## src/ddr_bank_pkg.sv

```systemverilog
// Shared constants and types for the bank command legality design
package ddr_bank_pkg;

    // Geometry
    localparam int NUM_BANKS  = 4;
    localparam int BANK_W     = 2;
    localparam int ADDR_W     = 13;
    localparam int AP_BIT     = 10;   // Auto precharge / all-bank select bit

    // Clock and timing (ns); cycle counts derived at 20 MHz
    localparam int CLK_PERIOD_NS          = 50;
    localparam int PRECHARGE_PERIOD_NS    = 20;
    localparam int ACT_TO_COL_DELAY_NS    = 20;
    localparam int REFRESH_CYCLE_TIME_NS  = 75;
    localparam int MODE_SET_DELAY_NS      = 15;
    localparam int WRITE_TO_READ_DELAY_NS = 10;

    // Least times round up, never below one cycle
    function automatic int cyc(input int ns);
        int c;
        c = (ns + CLK_PERIOD_NS - 1) / CLK_PERIOD_NS;
        return (c < 1) ? 1 : c;
    endfunction : cyc

    localparam int PRECHARGE_PERIOD_CYC    = cyc(PRECHARGE_PERIOD_NS);
    localparam int ACT_TO_COL_DELAY_CYC    = cyc(ACT_TO_COL_DELAY_NS);
    localparam int REFRESH_CYCLE_TIME_CYC  = cyc(REFRESH_CYCLE_TIME_NS);
    localparam int MODE_SET_DELAY_CYC      = cyc(MODE_SET_DELAY_NS);
    localparam int WRITE_TO_READ_DELAY_CYC = cyc(WRITE_TO_READ_DELAY_NS);

    // Fixed burst length 4, read latency 3 (whole clocks)
    localparam int BURST_LENGTH  = 4;
    localparam int BURST_CYC     = BURST_LENGTH / 2;
    localparam int READ_LATENCY  = 3;

    // Other-bank gaps after an auto precharge access
    localparam int GAP_WAP_RD = 1 + BURST_CYC + WRITE_TO_READ_DELAY_CYC;
    localparam int GAP_WAP_WR = BURST_CYC;
    localparam int GAP_RAP_RD = BURST_CYC;
    localparam int GAP_RAP_WR = READ_LATENCY + BURST_CYC;
    localparam int GAP_AP_PA  = 1;

    localparam int CNT_W = 4;

    // Command codes {cs_n, ras_n, cas_n, we_n}
    typedef enum logic [3:0] {
        CMD_DESELECT  = 4'h8,
        CMD_NOP       = 4'h7,
        CMD_ACTIVATE  = 4'h3,
        CMD_READ      = 4'h5,
        CMD_WRITE     = 4'h4,
        CMD_BURST_END = 4'h6,
        CMD_PRECHARGE = 4'h2,
        CMD_REFRESH   = 4'h1,
        CMD_MODE_SET  = 4'h0
    } cmd_t;

    // Per-bank states, Gray along idle->activating->active->burst
    typedef enum logic [2:0] {
        BK_IDLE       = 3'h0,
        BK_ACTIVATING = 3'h1,
        BK_ACTIVE     = 3'h3,
        BK_READ       = 3'h2,
        BK_WRITE      = 3'h6,
        BK_READ_AP    = 3'h7,
        BK_WRITE_AP   = 3'h5,
        BK_PRECHARGE  = 3'h4
    } bank_state_t;

endpackage : ddr_bank_pkg

```

## src/ddr_cmd_if.sv

```systemverilog
// Command link between the memory controller and the device bank logic
`timescale 1ns/1ps
interface ddr_cmd_if;
    logic                             cke;
    logic                             cs_n;
    logic                             ras_n;
    logic                             cas_n;
    logic                             we_n;
    logic [ddr_bank_pkg::BANK_W-1:0]  bank;
    logic [ddr_bank_pkg::ADDR_W-1:0]  addr;

    modport ctrl (output cke, cs_n, ras_n, cas_n, we_n, bank, addr);
    modport dev  (input  cke, cs_n, ras_n, cas_n, we_n, bank, addr);
endinterface : ddr_cmd_if

```

## src/ddr_bank_device.sv

```systemverilog
// Device end: per-bank state tracking and command acceptance
// Summary of operation
// - Precharge closes the open row in bank.
// - Read restarts burst; precharge truncates read burst.
// - Burst terminate stops most recent read burst.
// - Write restarts burst; precharge truncates; masked read.
// - Commands count only with clock enable high twice.
// - Idle after precharge period; active after activate delay.
// - Burst state lasts until completion or termination.
// - Never interrupt precharging, activating or auto-precharge bank.
// - Refresh, mode set, precharge-all block all commands.
// - Refresh and mode set only when all idle.
// - Burst terminate never aimed at another bank.
// - Every precharged bank must be in valid state.
// - Unlisted state and command combinations are illegal.
// - Reads and writes may carry auto precharge either way.
// - Other banks act per own state; no write during read.
// - Auto precharge access permits other-bank commands.
// - Write after read auto precharge waits for data.
// - Gaps after write auto precharge to other banks.
// - Gaps after read auto precharge to other banks.
// - Address bit ten selects auto precharge per access.
// - Address bit ten high precharges all banks.
// - Deselect and no-operation continue current work.
`timescale 1ns/1ps
module ddr_bank_device (
    input  wire logic                             i_mclk,
    input  wire logic                             i_rst,
    ddr_cmd_if.dev                                link,
    output logic [3*ddr_bank_pkg::NUM_BANKS-1:0]  o_bank_state,
    output logic                                  o_all_idle,
    output logic                                  o_busy,
    output logic                                  o_cmd_error
);
    localparam int NB = ddr_bank_pkg::NUM_BANKS;
    localparam int CW = ddr_bank_pkg::CNT_W;

    // Two-flop synchronisers on every link input (pins from outside)
    logic [19:0] sync1_q;
    logic [19:0] sync2_q;
    logic        cke_prev_q;
    always_ff @(posedge i_mclk) begin
        sync1_q <= {link.cke, link.cs_n, link.ras_n, link.cas_n, link.we_n,
                    link.bank, link.addr};
        sync2_q <= sync1_q;
        cke_prev_q <= i_rst ? 1'b0 : sync2_q[19];
    end

    wire       cke_now  = sync2_q[19];
    wire [3:0] cmd_raw  = sync2_q[18:15];
    wire [1:0] cmd_bank = sync2_q[14:13];
    wire       ap_bit   = sync2_q[ddr_bank_pkg::AP_BIT];
    wire       cmd_ok   = cke_now & cke_prev_q;
    // Deselect ignores the strobes; it behaves as a no-operation
    wire [3:0] cmd      = !cmd_ok ? 4'(ddr_bank_pkg::CMD_NOP) :
                          cmd_raw[3] ? 4'(ddr_bank_pkg::CMD_NOP) :
                          cmd_raw;

    wire is_act = (cmd == 4'(ddr_bank_pkg::CMD_ACTIVATE));
    wire is_rd  = (cmd == 4'(ddr_bank_pkg::CMD_READ));
    wire is_wr  = (cmd == 4'(ddr_bank_pkg::CMD_WRITE));
    wire is_bst = (cmd == 4'(ddr_bank_pkg::CMD_BURST_END));
    wire is_pre = (cmd == 4'(ddr_bank_pkg::CMD_PRECHARGE));
    wire is_ref = (cmd == 4'(ddr_bank_pkg::CMD_REFRESH));
    wire is_mrs = (cmd == 4'(ddr_bank_pkg::CMD_MODE_SET));

    // Device-wide lockout for refresh, mode set and precharge-all
    logic [CW-1:0] glob_cnt_q;
    logic [1:0]    last_rd_bank_q;
    logic          rd_seen_q;
    logic          rd_busy;                 // Any bank in a plain read burst (BK_READ)
    logic [NB-1:0] idle_v;
    logic [NB-1:0] rd_v;
    logic [NB-1:0] err_v;

    wire glob_busy = (glob_cnt_q != '0);
    wire all_idle  = &idle_v;
    wire pre_all   = is_pre & ap_bit;
    assign rd_busy = |rd_v;

    // Device-wide errors: lockout violated, refresh/mode set with a bank not idle, burst terminate with no read burst
    wire glob_err = (glob_busy & (cmd != 4'(ddr_bank_pkg::CMD_NOP)))
                  | ((is_ref | is_mrs) & ~all_idle)
                  | (is_bst & ~(rd_seen_q & rd_v[last_rd_bank_q]));

    // Global counter loads on refresh, mode set or precharge-all
    always_ff @(posedge i_mclk) begin
        if (i_rst) begin
            glob_cnt_q <= '0;
        end else if (!glob_busy && is_ref && all_idle) begin
            glob_cnt_q <= CW'(ddr_bank_pkg::REFRESH_CYCLE_TIME_CYC);
        end else if (!glob_busy && is_mrs && all_idle) begin
            glob_cnt_q <= CW'(ddr_bank_pkg::MODE_SET_DELAY_CYC);
        end else if (!glob_busy && pre_all) begin
            glob_cnt_q <= CW'(ddr_bank_pkg::PRECHARGE_PERIOD_CYC);
        end else if (glob_busy) begin
            glob_cnt_q <= glob_cnt_q - 1'b1;
        end
    end

    // Remember the bank of the most recent read for burst terminate
    always_ff @(posedge i_mclk) begin
        if (i_rst) begin
            last_rd_bank_q <= 2'h0;
            rd_seen_q      <= 1'b0;
        end else if (is_rd && !glob_busy) begin
            last_rd_bank_q <= cmd_bank;
            rd_seen_q      <= 1'b1;
        end
    end

    // One state machine and counter per bank
    genvar b;
    generate
        for (b = 0; b < NB; b++) begin : g_bank
            ddr_bank_pkg::bank_state_t st_q;
            ddr_bank_pkg::bank_state_t st_d;
            logic [CW-1:0] cnt_q;
            logic [CW-1:0] cnt_d;
            logic          err;
            wire hit  = (cmd_bank == 2'(b)) & ~glob_busy;
            wire done = (cnt_q <= CW'(1));
            wire bst  = is_bst & rd_seen_q & (last_rd_bank_q == 2'(b));

            assign idle_v[b] = (st_q == ddr_bank_pkg::BK_IDLE);
            assign rd_v[b]   = (st_q == ddr_bank_pkg::BK_READ);
            assign err_v[b]  = err;

            // Next state and legality for this bank
            always_comb begin
                st_d  = st_q;
                cnt_d = (cnt_q != '0) ? cnt_q - 1'b1 : cnt_q;
                err   = 1'b0;
                if (pre_all && !glob_busy) begin
                    // Precharge-all leaves every bank idle after the period
                    err   = ~(idle_v[b] | (st_q == ddr_bank_pkg::BK_ACTIVE) |
                              rd_v[b] | (st_q == ddr_bank_pkg::BK_WRITE));
                    st_d  = ddr_bank_pkg::BK_PRECHARGE;
                    cnt_d = CW'(ddr_bank_pkg::PRECHARGE_PERIOD_CYC);
                end else begin
                    unique case (st_q)
                        ddr_bank_pkg::BK_IDLE: begin
                            if (hit && is_act) begin
                                st_d  = ddr_bank_pkg::BK_ACTIVATING;
                                cnt_d = CW'(ddr_bank_pkg::ACT_TO_COL_DELAY_CYC);
                            end else if (hit && (is_rd || is_wr)) begin
                                err = 1'b1;
                            end
                        end
                        ddr_bank_pkg::BK_ACTIVATING,
                        ddr_bank_pkg::BK_PRECHARGE,
                        ddr_bank_pkg::BK_READ_AP,
                        ddr_bank_pkg::BK_WRITE_AP: begin
                            // Uninterruptible: same-bank commands are errors
                            err = hit & (is_act | is_rd | is_wr | is_pre);
                            if (done) begin
                                st_d = (st_q == ddr_bank_pkg::BK_ACTIVATING) ?
                                       ddr_bank_pkg::BK_ACTIVE :
                                       ddr_bank_pkg::BK_IDLE;
                            end else if (done == 1'b0 && cnt_q == '0) begin
                                st_d = ddr_bank_pkg::BK_IDLE;
                            end
                        end
                        default: begin
                            // Active, read and write bursts
                            if (hit && is_pre) begin
                                st_d  = ddr_bank_pkg::BK_PRECHARGE;
                                cnt_d = CW'(ddr_bank_pkg::PRECHARGE_PERIOD_CYC);
                            end else if (hit && (is_rd || is_wr)) begin
                                // New burst restarts; A10 picks auto precharge
                                err = is_wr & rd_busy & ~rd_v[b];
                                if (ap_bit) begin
                                    st_d  = is_rd ? ddr_bank_pkg::BK_READ_AP :
                                                    ddr_bank_pkg::BK_WRITE_AP;
                                    cnt_d = CW'(ddr_bank_pkg::BURST_CYC +
                                        ddr_bank_pkg::PRECHARGE_PERIOD_CYC);
                                end else begin
                                    st_d  = is_rd ? ddr_bank_pkg::BK_READ :
                                                    ddr_bank_pkg::BK_WRITE;
                                    cnt_d = CW'(ddr_bank_pkg::BURST_CYC);
                                end
                            end else if (bst && rd_v[b]) begin
                                st_d = ddr_bank_pkg::BK_ACTIVE;
                            end else if (st_q != ddr_bank_pkg::BK_ACTIVE &&
                                         done) begin
                                st_d = ddr_bank_pkg::BK_ACTIVE;
                            end else if (hit && is_act) begin
                                err = 1'b1;
                            end
                        end
                    endcase
                    // No write while any plain read burst runs
                    if (hit && is_wr && rd_busy) begin
                        err = 1'b1;
                    end
                end
            end

            always_ff @(posedge i_mclk) begin
                if (i_rst) begin
                    st_q  <= ddr_bank_pkg::BK_IDLE;
                    cnt_q <= '0;
                end else begin
                    st_q  <= st_d;
                    cnt_q <= cnt_d;
                end
            end
        end
    endgenerate

    // Registered status; error is a one-cycle pulse per bad command
    always_ff @(posedge i_mclk) begin
        if (i_rst) begin
            o_bank_state <= '0;
            o_all_idle   <= 1'b1;
            o_busy       <= 1'b0;
            o_cmd_error  <= 1'b0;
        end else begin
            o_bank_state <= {g_bank[3].st_q, g_bank[2].st_q,
                             g_bank[1].st_q, g_bank[0].st_q};
            o_all_idle   <= all_idle & ~glob_busy;
            o_busy       <= glob_busy;
            o_cmd_error  <= glob_err | (|err_v);
        end
    end
endmodule : ddr_bank_device

```

## src/flat_wrapper.sv

```systemverilog
// flat-port wrapper written by rule: the top's interface ports become plain ports
module ddr_bank_device_flat 
  (i_mclk, i_rst, o_bank_state, o_all_idle, o_busy, o_cmd_error, link_cke, link_cs_n, link_ras_n, link_cas_n, link_we_n, link_bank, link_addr);
  ddr_cmd_if link_i ();
  input  wire logic i_mclk;
  input  wire logic i_rst;
  output logic [3*ddr_bank_pkg::NUM_BANKS-1:0] o_bank_state;
  output logic o_all_idle;
  output logic o_busy;
  output logic o_cmd_error;
  input wire logic [$bits(link_i.cke)-1:0] link_cke;
  input wire logic [$bits(link_i.cs_n)-1:0] link_cs_n;
  input wire logic [$bits(link_i.ras_n)-1:0] link_ras_n;
  input wire logic [$bits(link_i.cas_n)-1:0] link_cas_n;
  input wire logic [$bits(link_i.we_n)-1:0] link_we_n;
  input wire logic [$bits(link_i.bank)-1:0] link_bank;
  input wire logic [$bits(link_i.addr)-1:0] link_addr;
  assign link_i.cke = link_cke;
  assign link_i.cs_n = link_cs_n;
  assign link_i.ras_n = link_ras_n;
  assign link_i.cas_n = link_cas_n;
  assign link_i.we_n = link_we_n;
  assign link_i.bank = link_bank;
  assign link_i.addr = link_addr;
  ddr_bank_device u_core (.i_mclk(i_mclk), .i_rst(i_rst), .link(link_i), .o_bank_state(o_bank_state), .o_all_idle(o_all_idle), .o_busy(o_busy), .o_cmd_error(o_cmd_error));
endmodule
```

## config.mk

```make
export PLATFORM = sky130hd
export DESIGN_NAME = ddr_bank_device_flat
export DESIGN_NICKNAME = d
export VERILOG_FILES = /design/src/ddr_bank_pkg.sv /design/src/ddr_cmd_if.sv /design/src/ddr_bank_device.sv /design/src/flat_wrapper.sv
export SDC_FILE = /design/constraint.sdc
export NUM_CORES = 1
export LEC_CHECK = 0
export ABC_AREA = 0
export BUFFER_PORTS_ARGS = -buffer_cell sky130_fd_sc_hd__buf_2
export CAP_MARGIN = 20
export CORE_UTILIZATION = 40
export DETAILED_ROUTE_END_ITERATION = 10
export GPL_TIMING_DRIVEN = 0
export PLACE_DENSITY = 0.59
export SYNTH_ARGS = -nofsm -noshare
export SYNTH_HDL_FRONTEND = slang
export SYNTH_SLANG_ARGS = --single-unit
```

## constraint.sdc

```tcl
create_clock -name i_mclk -period 1.95 [get_ports i_mclk]
set_input_delay 0.195 -clock i_mclk [delete_from_list [all_inputs] [get_ports i_mclk]]
set_output_delay 0.195 -clock i_mclk [all_outputs]
set_load 0.005 [all_outputs]
```

==> metrics.yaml <==
endpoint_kind: "register"
synth_top_cells_by_area: "dfxtp_1, a21oi_1, ha_1"
first_global_vias: 3446
final_common_cell: "dfxtp_1"
coreArea_mm2: 0.00876
final-setup-viol-count: 1
area_growth_pct: 31.6
chipHeight_um: 97.4
fin_crit_ns: 1.96
synth_edf_count: 0
dp_hpwl_um: 7350
yosysTopAreaCell: "dfxtp_1"
crit_required_ns: 2.19
routed_wirelength_um: 11000
layout_setup_ws_ns: -0.00991
hold_viol_final: 0
pre_cts_ws_ns: -0.677
h-tree-depth: 3
grtUsageMet3_pct: 3.60
drive_gt1_share_pct: 30.5
via_count: 3781
ios: 37
final_cell_mix: "dfxtp_1, nor2_1, nand2_1, a21oi_1, buf_4"
arrival_ns: 2.20
synthFlopType: "dfxtp_1"
cts_tree: "done"
wl_per_cell_um: 17.5
start_util_pct: 41.5
syn_inst: 451
critPathTopFamily: "compound AO/OA/AOI/OAI gates"
slew-limit-headroom_pct: 54.1
met2_usage_pct: 35.3
rsz0062_at_grt: "true"
netlist_area_mm2: 0.00364
synth.yosys.warnings: 0
p_per_area_mw_per_mm2: 1460
use_met1_pct: 30.0
cp_slowest_cell: "or4_4"
leakage_nw: 1.86
cts_buffers: 9
diodes: 0
synthArstFlopShare_pct: 0
drv_cap: 0
critPathMaxFanout: 6
max_freq_ghz: 0.510
cts.clk_slew.worst_paths_ns: 0.07
drt_iter0_markers: 420
tightest_slew_ns: 0.688
ir_drop_v: 0.000883
clk_latency_ns: 0.34
syn_avg_cell_area_um2: 8.07
timing.critical_path.buf_inv: 0
dieWidth_um: 97.4
globalRouteTotalUtil_pct: 22.7
grt_max_degree: 12
antenna_found_initial: 0
top_usage_layer: "met2"
path_class: "reg -> reg"
mappedNetlistNets: 487
synth_cell_types: 62
worstPathCellList: "nand4b_1, or4_4, a32oi_2, o22ai_2, a221o_1, o211a_1"
first_pass_iters: 5
synth-seq-cells: 67
netlist.area_leader.share_pct: 36.9
root_buffer: "clkbuf_8"
die_area_mm2: 0.00948
slew_violations: 0
cp_slowest_stage_delay_ns: 0.52
finalCritPeriodShare_pct: 101
gp_congestion: 0.931
grt_pass1_wl_um: 17100
drc: 0
cts_buffer_depth: 2
clock-sinks: 67
status: "complete, but fails checks"
antenna_left: 0
hp-class: "in -> reg"
vias_per_cell: 6.01
rows: 34
total_power_w: 0.00702
critPathLaunchType: "register"
final_nets: 552
worst_clock_skew_ns: 0.00579
violations: "setup timing"
overflow: 0
ys_seq_area_share_pct: 36.9
io_buffers: 23
[report_power, final]
group          internal [W]  total (W)  switching, W
sequential          0.00171    0.00206      0.000358
combinational       0.00173    0.00372       0.00200
clock              0.000691    0.00123      0.000536
total               0.00412    0.00702       0.00289
[cell families after synthesis]
group | after synthesis | share of synthesized area, %
flip-flops | 67 | 36.9
XOR/XNOR | 12 | 2.89
AO/OA/AOI/OAI | 128 | 23.1
multiplexers | 5 | 1.38
buffers and inverters | 45 | 4.95
adder cells (fa/ha/maj) | 16 | 5.36
AND/OR/NAND/NOR | 178 | 25.5
[cell usage after synthesis, drive strengths merged (2+ instances only)]
library cell	number
buf	4
xnor2	11
a21o	6
o211ai	4
nand2	42
nor2	46
a31oi	8
o221ai	3
nand2b	7
o22ai	3
inv	21
nand4bb	2
nor4bb	2
a211oi	8
nand4	5
and3b	2
o21bai	2
o2bb2ai	2
o31ai	3
nor3b	8
mux2i	5
o21a	3
a221oi	4
nor4	3
dfxtp	67
ha	14
nand3b	2
o21ai	30
o311ai	3
a311oi	2
a32o	3
and3	2
clkbuf	20
a21oi	37
nor2b	13
or3	4
nor3	19
and2	5
maj3	2
nand3	12
[final timing paths]
check / from / endpoint / slack [ns] / cells after the start
max: u_core.last_rd_bank_q[0] / u_core.g_bank[1].st_q[0] / -0.01 / 6
max reg2reg: u_core.last_rd_bank_q[0] / u_core.g_bank[1].st_q[0] / -0.01 / 6
min reg2reg: u_core.sync1_q[19] / u_core.sync2_q[19] / 0.32 / 0
min: i_rst / u_core.o_bank_state[2] / 0.22 / 2
[flip-flops by register name, indices dropped and copies added, names as in the netlist, 2 cells and up]
signal	flops
u_core.g_bank.cnt_q	16
u_core.g_bank.st_q	12
u_core.glob_cnt_q	4
u_core.last_rd_bank_q	2
u_core.o_bank_state	12
u_core.sync1_q	8
u_core.sync2_q	8
[cell type report]
type | instances | area [µm²]
multi-input cells | 339 | 2450
repair buffers | 62 | 428
clock buffers | 12 | 165
plain buffers | 16 | 109
flip-flops and latches | 67 | 1370
well taps | 108 | 135
inverters | 21 | 78.8
clock inverters | 4 | 47.5
fillers | 813 | 3970
[per-layer routing]
metal	vias up	wire, µm
met1	1803	4810
li1	1753	-
met5	-	0
met3	44	695
met4	0	462
met2	181	5030
[per-stage QoR]
| stage | utilization (%) | TNS (ns) | cells | hold slack, ns | instance area, µm² |
|---|---|---|---|---|---|
| floorplan | - | 0 | 451 | 0.223 | 3640 |
| global placement | 44.4 | -12.92 | 582 | 0.298 | 3890 |
| detailed placement | 44.4 | -12.87 | 582 | 0.299 | 3890 |
| CTS | 50.5 | -0.00839 | 611 | 0.203 | 4420 |
| global route | 54.7 | -0.140 | 629 | 0.217 | 4790 |
| finish | 54.7 | -0.00991 | 629 | 0.218 | 4790 |
[repair_timing]
| item | 4_1_cts | 5_1_grt |
|---|---|---|
| pin swaps | 10 | 27 |
| setup endpoints to repair | 34 | 28 |
| gates resized for setup | 54 | 81 |
| buffers inserted | 11 | 20 |
| hold buffers | 8 | 0 |
| hold endpoints to repair | 8 | 0 |
No activity file was read; power rests on OpenSTA's default activity.
